==> src/common/elrow_pkg.sv <==
package elrow_pkg;
	localparam int unsigned ELROW_STAGES = 32;
	localparam logic        ELROW_ROW_ON = 1'h1;
	localparam logic        ELROW_ROW_OFF = 1'h0;
endpackage

==> src/common/elrow_stage_if.sv <==
`timescale 1ns/1ns
interface elrow_stage_if #(parameter int unsigned N = 32);
	logic         shift;
	logic         din;
	logic [N-1:0] stages;
	modport ctrl (output shift, output din, input stages);
	modport store (input shift, input din, output stages);
endinterface

==> src/logic/elrow_row_driver.sv <==
`timescale 1ns/1ns
// Contract
// - Thirty-two stages, one per row output
// - Shift only on falling shift clock
// - Data enters first stage, others move along
// - Serial output shows the last stage
// - Enable gates rows by their stage bits
// - Low strobe forces every row on
// - Serial output ignores enable and strobe
module elrow_row_driver
	import elrow_pkg::*;
#(
	parameter int unsigned N = ELROW_STAGES
) (
	// Clock and reset
	input  wire logic         clk_i,
	input  wire logic         rst_b_i,
	// Serial link from the display controller
	input  wire logic         shift_clk_i,
	input  wire logic         data_i,
	input  wire logic         enable_i,
	input  wire logic         strobe_b_i,
	// Row drive and cascade
	output logic [N-1:0]      row_outputs_o,
	output logic              serial_o
);
	elrow_stage_if #(.N(N)) st ();

	logic shift_clk_d;
	wire  fall_seen = shift_clk_d & ~shift_clk_i;
	assign st.shift = fall_seen;
	assign st.din   = data_i;

	elrow_shift_reg #(.N(N)) u_stages (
		.clk_i   (clk_i),
		.rst_b_i (rst_b_i),
		.st      (st)
	);

	// Shift one bit into the low end; the old top stage is dropped and the cascade shows the new top stage
	function automatic logic [N-1:0] shift_word(input logic [N-1:0] word, input logic bit_in);
		shift_word = {word[N-2:0], bit_in};
	endfunction

	// Contents the register holds after this edge, so rows and cascade
	// come out of flops without trailing the register by a cycle
	wire [N-1:0] stage_now   = fall_seen ? shift_word(st.stages, data_i) : st.stages;
	wire [N-1:0] rows_gated  = enable_i ? stage_now : {N{ELROW_ROW_OFF}};
	wire [N-1:0] next_rows   = !strobe_b_i ? {N{ELROW_ROW_ON}} : rows_gated;
	wire         next_serial = stage_now[N-1];

	// Falls seen since reset, saturating once a bit can reach the cascade
	localparam int unsigned       FILL_W   = $clog2(N + 1);
	localparam logic [FILL_W-1:0] FILL_MAX = FILL_W'(N);
	logic [FILL_W-1:0] fill_cnt;
	wire               fill_full = fill_cnt == FILL_MAX;

	always_ff @(posedge clk_i or negedge rst_b_i) begin
		if (!rst_b_i) begin
			fill_cnt <= '0;
		end else if (fall_seen && !fill_full) begin
			fill_cnt <= fill_cnt + 1'h1;
		end
	end

	always_ff @(posedge clk_i or negedge rst_b_i) begin
		if (!rst_b_i) begin
			shift_clk_d   <= 1'h0;
			row_outputs_o <= '0;
			serial_o      <= 1'h0;
		end else begin
			shift_clk_d   <= shift_clk_i;
			row_outputs_o <= next_rows;
			serial_o      <= next_serial;
		end
	end

	a_serial_last: assert property (@(posedge clk_i) disable iff (!rst_b_i)
		##1 serial_o == st.stages[N-1])
		else $error("serial output not last stage");
	a_strobe_all_on: assert property (@(posedge clk_i) disable iff (!rst_b_i)
		!strobe_b_i |=> &row_outputs_o)
		else $error("strobe did not force rows on");
	a_enable_off: assert property (@(posedge clk_i) disable iff (!rst_b_i)
		strobe_b_i && !enable_i |=> row_outputs_o == '0)
		else $error("rows on while disabled");
	a_enable_follow: assert property (@(posedge clk_i) disable iff (!rst_b_i)
		strobe_b_i && enable_i |=> row_outputs_o == st.stages)
		else $error("rows do not follow stages");
	a_edge_only: assert property (@(posedge clk_i) disable iff (!rst_b_i)
		!(shift_clk_d && !shift_clk_i) |=> $stable(st.stages))
		else $error("stages moved without falling edge");
	a_serial_indep: assert property (@(posedge clk_i) disable iff (!rst_b_i)
		!fall_seen |=> $stable(serial_o))
		else $error("serial changed without shift");
	a_first_stage: assert property (@(posedge clk_i) disable iff (!rst_b_i)
		fall_seen |=> st.stages[0] == $past(data_i))
		else $error("first stage missed data");
	a_serial_shift: assert property (@(posedge clk_i) disable iff (!rst_b_i)
		fall_seen |=> serial_o == $past(st.stages[N-2]))
		else $error("cascade did not take the stage below it");

	a_fall_word: assert property (@(posedge clk_i) disable iff (!rst_b_i)
		fall_seen |=> st.stages == {$past(st.stages[N-2:0]), $past(data_i)})
		else $error("stages did not move on a fall");

	a_rise_hold: assert property (@(posedge clk_i) disable iff (!rst_b_i)
		!shift_clk_d && shift_clk_i |=> $stable(st.stages))
		else $error("stages moved on a rising shift clock");

	a_low_hold: assert property (@(posedge clk_i) disable iff (!rst_b_i)
		!shift_clk_d && !shift_clk_i |=> $stable(st.stages))
		else $error("stages moved while shift clock low");

	a_high_hold: assert property (@(posedge clk_i) disable iff (!rst_b_i)
		shift_clk_d && shift_clk_i |=> $stable(st.stages))
		else $error("stages moved while shift clock high");

	a_strobe_disabled: assert property (@(posedge clk_i) disable iff (!rst_b_i)
		!strobe_b_i && !enable_i |=> &row_outputs_o)
		else $error("strobe did not override enable");

	a_strobe_empty: assert property (@(posedge clk_i) disable iff (!rst_b_i)
		!strobe_b_i && st.stages == '0 && !fall_seen |=> &row_outputs_o)
		else $error("strobe did not override empty stages");

	a_top_row: assert property (@(posedge clk_i) disable iff (!rst_b_i)
		strobe_b_i && enable_i |=> row_outputs_o[N-1] == serial_o)
		else $error("top row differs from last stage");

	a_first_row: assert property (@(posedge clk_i) disable iff (!rst_b_i)
		strobe_b_i && enable_i && fall_seen |=> row_outputs_o[0] == $past(data_i))
		else $error("first row missed serial data");

	a_serial_strobe: assert property (@(posedge clk_i) disable iff (!rst_b_i)
		!fall_seen && $changed(strobe_b_i) |=> $stable(serial_o))
		else $error("cascade followed strobe");

	a_serial_enable: assert property (@(posedge clk_i) disable iff (!rst_b_i)
		!fall_seen && $changed(enable_i) |=> $stable(serial_o))
		else $error("cascade followed enable");

	a_rows_only_set: assert property (@(posedge clk_i) disable iff (!rst_b_i)
		strobe_b_i && enable_i |=> (row_outputs_o & ~st.stages) == '0)
		else $error("row on with a low stage");

	a_cascade_fill: assert property (@(posedge clk_i) disable iff (!rst_b_i)
		!fill_full |-> !serial_o)
		else $error("cascade high before a bit could reach it");

	for (genvar i = 1; i < N; i++) begin : g_row_move
		a_row_move: assert property (@(posedge clk_i) disable iff (!rst_b_i)
			strobe_b_i && enable_i && fall_seen |=> row_outputs_o[i] == $past(st.stages[i-1]))
			else $error("row did not take the stage below");
	end

	c_shift: cover property (@(posedge clk_i) disable iff (!rst_b_i) fall_seen && data_i);
	c_strobe: cover property (@(posedge clk_i) disable iff (!rst_b_i) !strobe_b_i);
	c_row_on: cover property (@(posedge clk_i) disable iff (!rst_b_i) strobe_b_i && enable_i && |st.stages);
	c_serial_hi: cover property (@(posedge clk_i) disable iff (!rst_b_i) serial_o);
	c_fill_full: cover property (@(posedge clk_i) disable iff (!rst_b_i) fill_full && !strobe_b_i);
endmodule

==> src/logic/elrow_shift_reg.sv <==
`timescale 1ns/1ns
module elrow_shift_reg
	import elrow_pkg::*;
#(
	parameter int unsigned N = ELROW_STAGES
) (
	input wire logic   clk_i,
	input wire logic   rst_b_i,
	elrow_stage_if.store st
);
	logic [N-1:0] shift_stages;
	wire  [N-1:0] next_stages = {shift_stages[N-2:0], st.din};

	// No reset value is documented; cleared only for a defined start
	always_ff @(posedge clk_i or negedge rst_b_i) begin
		if (!rst_b_i) begin
			shift_stages <= '0;
		end else if (st.shift) begin
			shift_stages <= next_stages;
		end
	end

	assign st.stages = shift_stages;

	a_hold_no_shift: assert property (@(posedge clk_i) disable iff (!rst_b_i)
		!st.shift |=> shift_stages == $past(shift_stages))
		else $error("stages changed without shift");
	a_shift_move: assert property (@(posedge clk_i) disable iff (!rst_b_i)
		st.shift |=> shift_stages == {$past(shift_stages[N-2:0]), $past(st.din)})
		else $error("shift did not advance stages");
endmodule

==> config.mk <==
export PLATFORM = sky130hd
export DESIGN_NAME = elrow_row_driver
export DESIGN_NICKNAME = d
export VERILOG_FILES = /design/src/common/elrow_pkg.sv /design/src/common/elrow_stage_if.sv /design/src/logic/elrow_row_driver.sv /design/src/logic/elrow_shift_reg.sv
export SDC_FILE = /design/constraint.sdc
export NUM_CORES = 1
export LEC_CHECK = 0
export ABC_AREA = 1
export BUFFER_PORTS_ARGS = -buffer_cell sky130_fd_sc_hd__buf_2
export CAP_MARGIN = 10
export CORE_UTILIZATION = 48
export CTS_BUF_LIST = sky130_fd_sc_hd__clkbuf_8
export CTS_CLUSTER_SIZE = 20
export DETAILED_ROUTE_END_ITERATION = 6
export PLACE_DENSITY = 0.8
export SLEW_MARGIN = 20
export SYNTH_ARGS = -nofsm -noshare
export SYNTH_HDL_FRONTEND = slang
export SYNTH_SLANG_ARGS = --single-unit
==> constraint.sdc <==
create_clock -name clk_i -period 2.35 [get_ports clk_i]
set_clock_uncertainty 0.05 [all_clocks]
set_input_delay 0 -clock clk_i [delete_from_list [all_inputs] [get_ports clk_i]]
set_output_delay 0 -clock clk_i [all_outputs]
set_load 0.005 [all_outputs]
==> flow_metrics.tcl, run 1 <==
set metrics [dict create \
    pwr-share-seq_pct 54.2 \
    grt_overflow 0 \
    period_share_pct 56.5 \
    post-route-min-period_ps 1330 \
    n_antenna_cell 0 \
    layout.cells.most_common "sky130_fd_sc_hd__dfrtp_1" \
    holdPathStages 2 \
    yosys-top-cells-area "sky130_fd_sc_hd__dfrtp_1 61%, sky130_fd_sc_hd__nand3_1 12%, sky130_fd_sc_hd__nand2_1 9.0%" \
    wire_length_of_the_first_global_routing_pass_um 7980 \
    cts_made_buffers 9 \
    yosys_register_bits 65 \
    worstSetupStartpointType "input port" \
    critical_path.max_fanout 33 \
    route.vias.total 1864 \
    worst_pin_slew_ps 777 \
    grt_antenna_before_repair 0 \
    dr.pass1.iters 4 \
    rsz0062_at_grt "false" \
    synth_cell_type_count 11 \
    ctsLongestPathBuffers 2 \
    yosys_warnings 0 \
    grt_util_met3_pct 4.79 \
    dr.first_iter.drc_count 172 \
    number_of_levels_the_h_tree_was_split_into 3 \
    synthDominantCellAreaShare_pct 61.2 \
    power.density_nw_per_um2 758 \
    gr-usage-all-layers_pct 18.1 \
    power_leakage_nw 1.47 \
    clock_latency_on_the_worst_skew_pair_ps 350 \
    clock-sinks 65 \
    die_width_um 76.4 \
    crit_chain "dlygate4sd3_1 > buf_2 > inv_4 > nand2_4 > nand2_1 > nand3_1 > nand2_1" \
    layout-area-overhead-vs-synth_pct 13.5 \
    post_cts.repair.setup_buffers 0 \
    dieArea_um2 5840 \
    crit_slowest_cell "sky130_fd_sc_hd__dlygate4sd3_1" \
    final_max_slew_viol_count 0 \
    postSynthAreaPerCell_um2 9.62 \
    slew-limit-headroom_pct 48.2 \
    number_of_buffers_inserted_by_port_buffering 38 \
    rows 26 \
    grt_util_met1_pct 21.7 \
    utilization_pct 57.9 \
    tritoncts "done" \
    largest_area_contributor_in_the_netlist "sky130_fd_sc_hd__dfrtp_1" \
    outcome "finished clean" \
    rr_endpoint "row_outputs_o[26]" \
    critical_path_class "in2reg" \
    core_area_um2 5200 \
    die_h_um 76.4 \
    gp_congestion 0.763 \
    synth_fp_nets 282 \
    start_util_pct 51.0 \
    remaining_drc_errors 0 \
    grt.busiest_layer "met2" \
    final_hold_vios 0 \
    worstSetupStartpoint "shift_clk_i" \
    timing.max_cap.violations 0 \
    swShare_pct 25.2 \
    hold_path.class "in2reg" \
    layout.nets 321 \
    critPathMostFrequentCell "sky130_fd_sc_hd__nand2_1" \
    met2_resource_use_gr_pct 28.5 \
    reg2reg_depth 4 \
    worst_setup_hold_path_clk_slew_ps 60 \
    layout.cells.most_common_list "65 x sky130_fd_sc_hd__dfrtp_1, 64 x sky130_fd_sc_hd__nand2_1, 64 x sky130_fd_sc_hd__nand3_1" \
    num_io_pins 39 \
    max_freq_ghz 0.754 \
    cellInternalPower_mw 1.71 \
    worst-endpoint-arrival_ps 1550 \
    end_kind "flip-flop" \
    setup_violations 0 \
    netSwitchingPower_mw 0.577 \
    cp_data_required_time_ps 2580 \
    netlist_instances 276 \
    reg2reg_slack_ps 1030 \
    ant_nets 0 \
    average_via_count_per_standard_cell 4.79 \
    dpl.hpwl_um 2720 \
    wire_per_inst_um 11.9 \
    power.combinational.fraction_pct 12.1 \
    post_cts_resize_count 0 \
    worst_vdd_rail_ir_drop_v 0.000340 \
    post_route_cells_drive_above_1_share_pct 16.6 \
    setup_total_negative_slack_ps 0 \
    worst_hold_startpoint "strobe_b_i" \
    clk_root_buffer_cell "sky130_fd_sc_hd__clkbuf_8" \
    route.final.wire_length_um 4630 \
    largest_net_degree_at_the_start_of_global_routing 66 \
    syn_area_um2 2660 \
    r2r-start "shift_clk_d" \
    ys_seq_area_share_pct 61.2 \
    power_frac_clock_pct 33.6 \
    number_of_global_route_vias_before_repair 1801 \
    max_stage_delay_ps 520 \
    timing.hold.worst_endpoint "row_outputs_o[22]" \
]
stage by stage:
stage	power (mW)	std cells	cell area, µm²	worst slack, ps	hold WS (ps)
final	2.29	389	3020	1020	78.8
after global routing	2.40	389	3020	863	93.8
after CTS	2.31	389	3020	1030	64.8
after detailed placement	1.54	371	2830	1050	116
after global placement	1.53	371	2830	1070	121
after floorplan	1.45	276	2660	1320	-346
area by class of cell:
type / count / area [µm²]
clock inverters: 5 / 18.8
flip-flops and latches: 65 / 1630
multi-input cells: 161 / 772
clock buffers: 10 / 138
well taps: 70 / 87.6
fillers: 458 / 2190
inverters: 34 / 130
repair buffers: 44 / 243
repair_timing:
item                                    CTS  global route
hold buffers                              3             0
hold endpoints to repair                 68             0
endpoints found under the setup margin    0             0
layer usage:
layer | wire [µm] | vias to the layer above
met4 | 138 | 0
li1 | - | 931
met1 | 2100 | 882
met3 | 209 | 13
met5 | 0 | -
met2 | 2180 | 38
worst max-delay path by stage:
stage | cells past startpoint | endpoint | slack (ps)
after global placement | 4 | row_outputs_o[5] | 1070
after detailed placement | 4 | row_outputs_o[8] | 1050
after global routing | 7 | row_outputs_o[24] | 860
after CTS | 7 | row_outputs_o[8] | 1030
after floorplan | 5 | u_stages.st.stages[0] | 1320
final | 7 | row_outputs_o[16] | 1020
worst max-delay path: cells and delay by family:
kind | cells | cell delay (ps)
AND/OR/NAND/NOR | 4 | 610
buffers and inverters | 3 | 930
synthesized netlist by cell type:
library cell	number
sky130_fd_sc_hd__dfrtp_1	65
sky130_fd_sc_hd__nand2_1	64
sky130_fd_sc_hd__nand3_1	64
sky130_fd_sc_hd__inv_1	33
sky130_fd_sc_hd__and2_1	32
sky130_fd_sc_hd__buf_6	7
sky130_fd_sc_hd__buf_2	3
sky130_fd_sc_hd__buf_4	3
sky130_fd_sc_hd__clkbuf_1	3
sky130_fd_sc_hd__inv_4	1
sky130_fd_sc_hd__nand2_4	1
flip-flops by register name, summed over array words and instances (netlist names):
register / count
row_outputs_o: 32
serial_o: 1
shift_clk_d: 1
u_stages.st.stages: 31
cell families (layout without fill, tap and decap cells):
logic type | after synthesis | after routing | synth area share, %
AND/OR/NAND/NOR | 161 | 161 | 29.1
flip-flops | 65 | 65 | 61.2
buffers and inverters | 50 | 93 | 9.70
power by group through the flow:
stage | logic [mW] | clock network (mW) | registers (mW)
2_1_floorplan | 0.185 | 0 | 1.26
3_3_place_gp | 0.270 | 0 | 1.26
3_5_place_dp | 0.276 | 0 | 1.26
4_1_cts | 0.281 | 0.791 | 1.24
5_1_grt | 0.319 | 0.829 | 1.25
6_report | 0.277 | 0.769 | 1.24
(Power assumes the default switching activity.)
==> run 2: changes to the inputs <==
==> constraint.sdc (replaced) <==
create_clock -name clk_i -period 1.25 [get_ports clk_i]
set_clock_uncertainty 0.05 [all_clocks]
set_input_delay 0 -clock clk_i [delete_from_list [all_inputs] [get_ports clk_i]]
set_output_delay 0 -clock clk_i [all_outputs]
set_load 0.005 [all_outputs]
==> run 2 against run 1 <==
Combinational power up 98%. Critical path depth shrank 1. Power grew 110%. Die area is the same. Critical endpoint is now u_stages.st.stages[15]. Sequential share of layout area down 2.3 points.
==> flow_metrics.tcl, run 2 (synthesized netlist as in run 1, its figures left out) <==
set metrics [dict create \
    outcome "finished clean" \
    final_hold_vios 0 \
    worst-endpoint-arrival_ps 1340 \
    worstSetupStartpoint "shift_clk_i" \
    max_freq_ghz 0.859 \
    gr-usage-all-layers_pct 18.6 \
    area_of_the_multi_input_gates_um2 781 \
    dr.pass1.iters 4 \
    post_cts.repair.setup_buffers 0 \
    power.density_nw_per_um2 1550 \
    top_register "row_outputs_o" \
    postPlaceCellArea_um2 2880 \
    dr.first_iter.drc_count 123 \
    n_antenna_cell 0 \
    ant_nets 0 \
    worst_vdd_rail_ir_drop_v 0.000738 \
    setup_total_negative_slack_ps 0 \
    hold_path.class "in2reg" \
    worst_hold_startpoint "enable_i" \
    grt_antenna_before_repair 0 \
    fin_area_um2 3150 \
    wire_length_of_the_first_global_routing_pass_um 8270 \
    remaining_drc_errors 0 \
    num_io_pins 39 \
    final_max_slew_viol_count 0 \
    layout-area-overhead-vs-synth_pct 18.6 \
    die_h_um 76.4 \
    layout.cells.most_common_list "64 x sky130_fd_sc_hd__nand2_1, 64 x sky130_fd_sc_hd__nand3_1, 64 x sky130_fd_sc_hd__dfrtp_1" \
    slew-limit-headroom_pct 60.7 \
    rsz0062_at_grt "false" \
    rows 26 \
    cts_made_buffers 9 \
    setup_violations 0 \
    worstSetupStartpointType "input port" \
    number_of_global_route_vias_before_repair 1822 \
    die_width_um 76.4 \
    stdcell_count 393 \
    clk_root_buffer_cell "sky130_fd_sc_hd__clkbuf_8" \
    register_area_um2 1630 \
    gp_congestion 0.750 \
    ctsLongestPathBuffers 2 \
    critical_path_class "in2reg" \
    timing.max_cap.violations 0 \
    period_share_pct 93.1 \
    cp_data_required_time_ps 1430 \
    end_kind "flip-flop" \
    utilization_pct 60.5 \
    start_util_pct 51.0 \
    largest_net_degree_at_the_start_of_global_routing 66 \
    dpl.hpwl_um 2820 \
    clock_latency_on_the_worst_skew_pair_ps 340 \
    core_area_um2 5200 \
    fillers 439 \
    dieArea_um2 5840 \
    critical_path.max_fanout 13 \
    wire_per_inst_um 12.1 \
    worst_pin_slew_ps 590 \
    place.detailed.instances 374 \
    number_of_levels_the_h_tree_was_split_into 3 \
    worst_setup_hold_path_clk_slew_ps 70 \
    number_of_buffers_inserted_by_port_buffering 38 \
    grt_overflow 0 \
    power_leakage_nw 1.51 \
    route.final.wire_length_um 4750 \
    post_route_cells_drive_above_1_share_pct 19.5 \
    layout.nets 324 \
    post-route-min-period_ps 1160 \
    fin_worst_hold_slack_ps 17.5 \
    average_via_count_per_standard_cell 4.84 \
    largest_reg_flops 32 \
    tritoncts "done" \
    route.vias.total 1903 \
    r2r-start "shift_clk_d" \
    clock-sinks 65 \
]
[run 2: cell types whose count changed in the layout (fill, tap and decap cells not counted), sizes merged]
cell | before | now
bufinv | 0 | 2
clkinv | 0 | 2
buf | 41 | 44
clkbuf | 10 | 11
inv | 39 | 34
clkinvlp | 0 | 1
[run 2: cell type report]
class | count | area share [%]
multi-input cells | 161 | 24.8
inverters | 34 | 4.13
well taps | 70 | 2.78
clock buffers | 11 | 4.81
flip-flops and latches | 65 | 51.7
clock inverters | 5 | 2.46
repair buffers | 47 | 9.34
[run 2: what timing repair did]
action,4_1_cts,5_1_grt
setup endpoints to repair,0,4
endpoints found under the hold margin,68,0
hold buffers,3,0
gates resized for setup,0,3
[run 2: routing by layer]
| metal | wire length [µm] | GRT usage, % |
|---|---|---|
| met1 | 2190 | 24.6 |
| met2 | 2220 | 27.5 |
| met3 | 228 | 6.35 |
| met4 | 102 | 8.85 |
| met5 | 0 | 0 |
[run 2: where the power goes]
group          internal (mW)  switching, mW  total, mW  leakage [nW]
clock network           1.22          0.767       1.99         0.115
logic                  0.224          0.325      0.548         0.762
registers               2.28         0.0512       2.33         0.635
[run 2: worst paths after layout]
kind / end / slack, ps / cells past startpoint
min in group asynchronous: row_outputs_o[30] / 150 / 3
worst min register to register: u_stages.st.stages[30] / 530 / 3
worst max register to register: u_stages.st.stages[15] / 120 / 3
worst max-delay path: u_stages.st.stages[15] / 90 / 6
worst min-delay path: row_outputs_o[31] / 20 / 3
max in group asynchronous: shift_clk_d / 720 / 3
[run 2: per-stage QoR]
step / total power, mW / setup slack, ps
final: 4.87 / 86.0
after global routing: 5.09 / 44.6
after CTS: 4.92 / 71.9
after detailed placement: 2.91 / 101
after global placement: 2.89 / 115
after floorplan: 2.72 / 218
[run 2: worst max-delay path, stage by stage]
cell,delay (ps)
sky130_fd_sc_hd__dlygate4sd3_1,520
sky130_fd_sc_hd__buf_2,150
sky130_fd_sc_hd__inv_4,140
sky130_fd_sc_hd__buf_4,210
sky130_fd_sc_hd__nand3_1,120
sky130_fd_sc_hd__and2_1,190
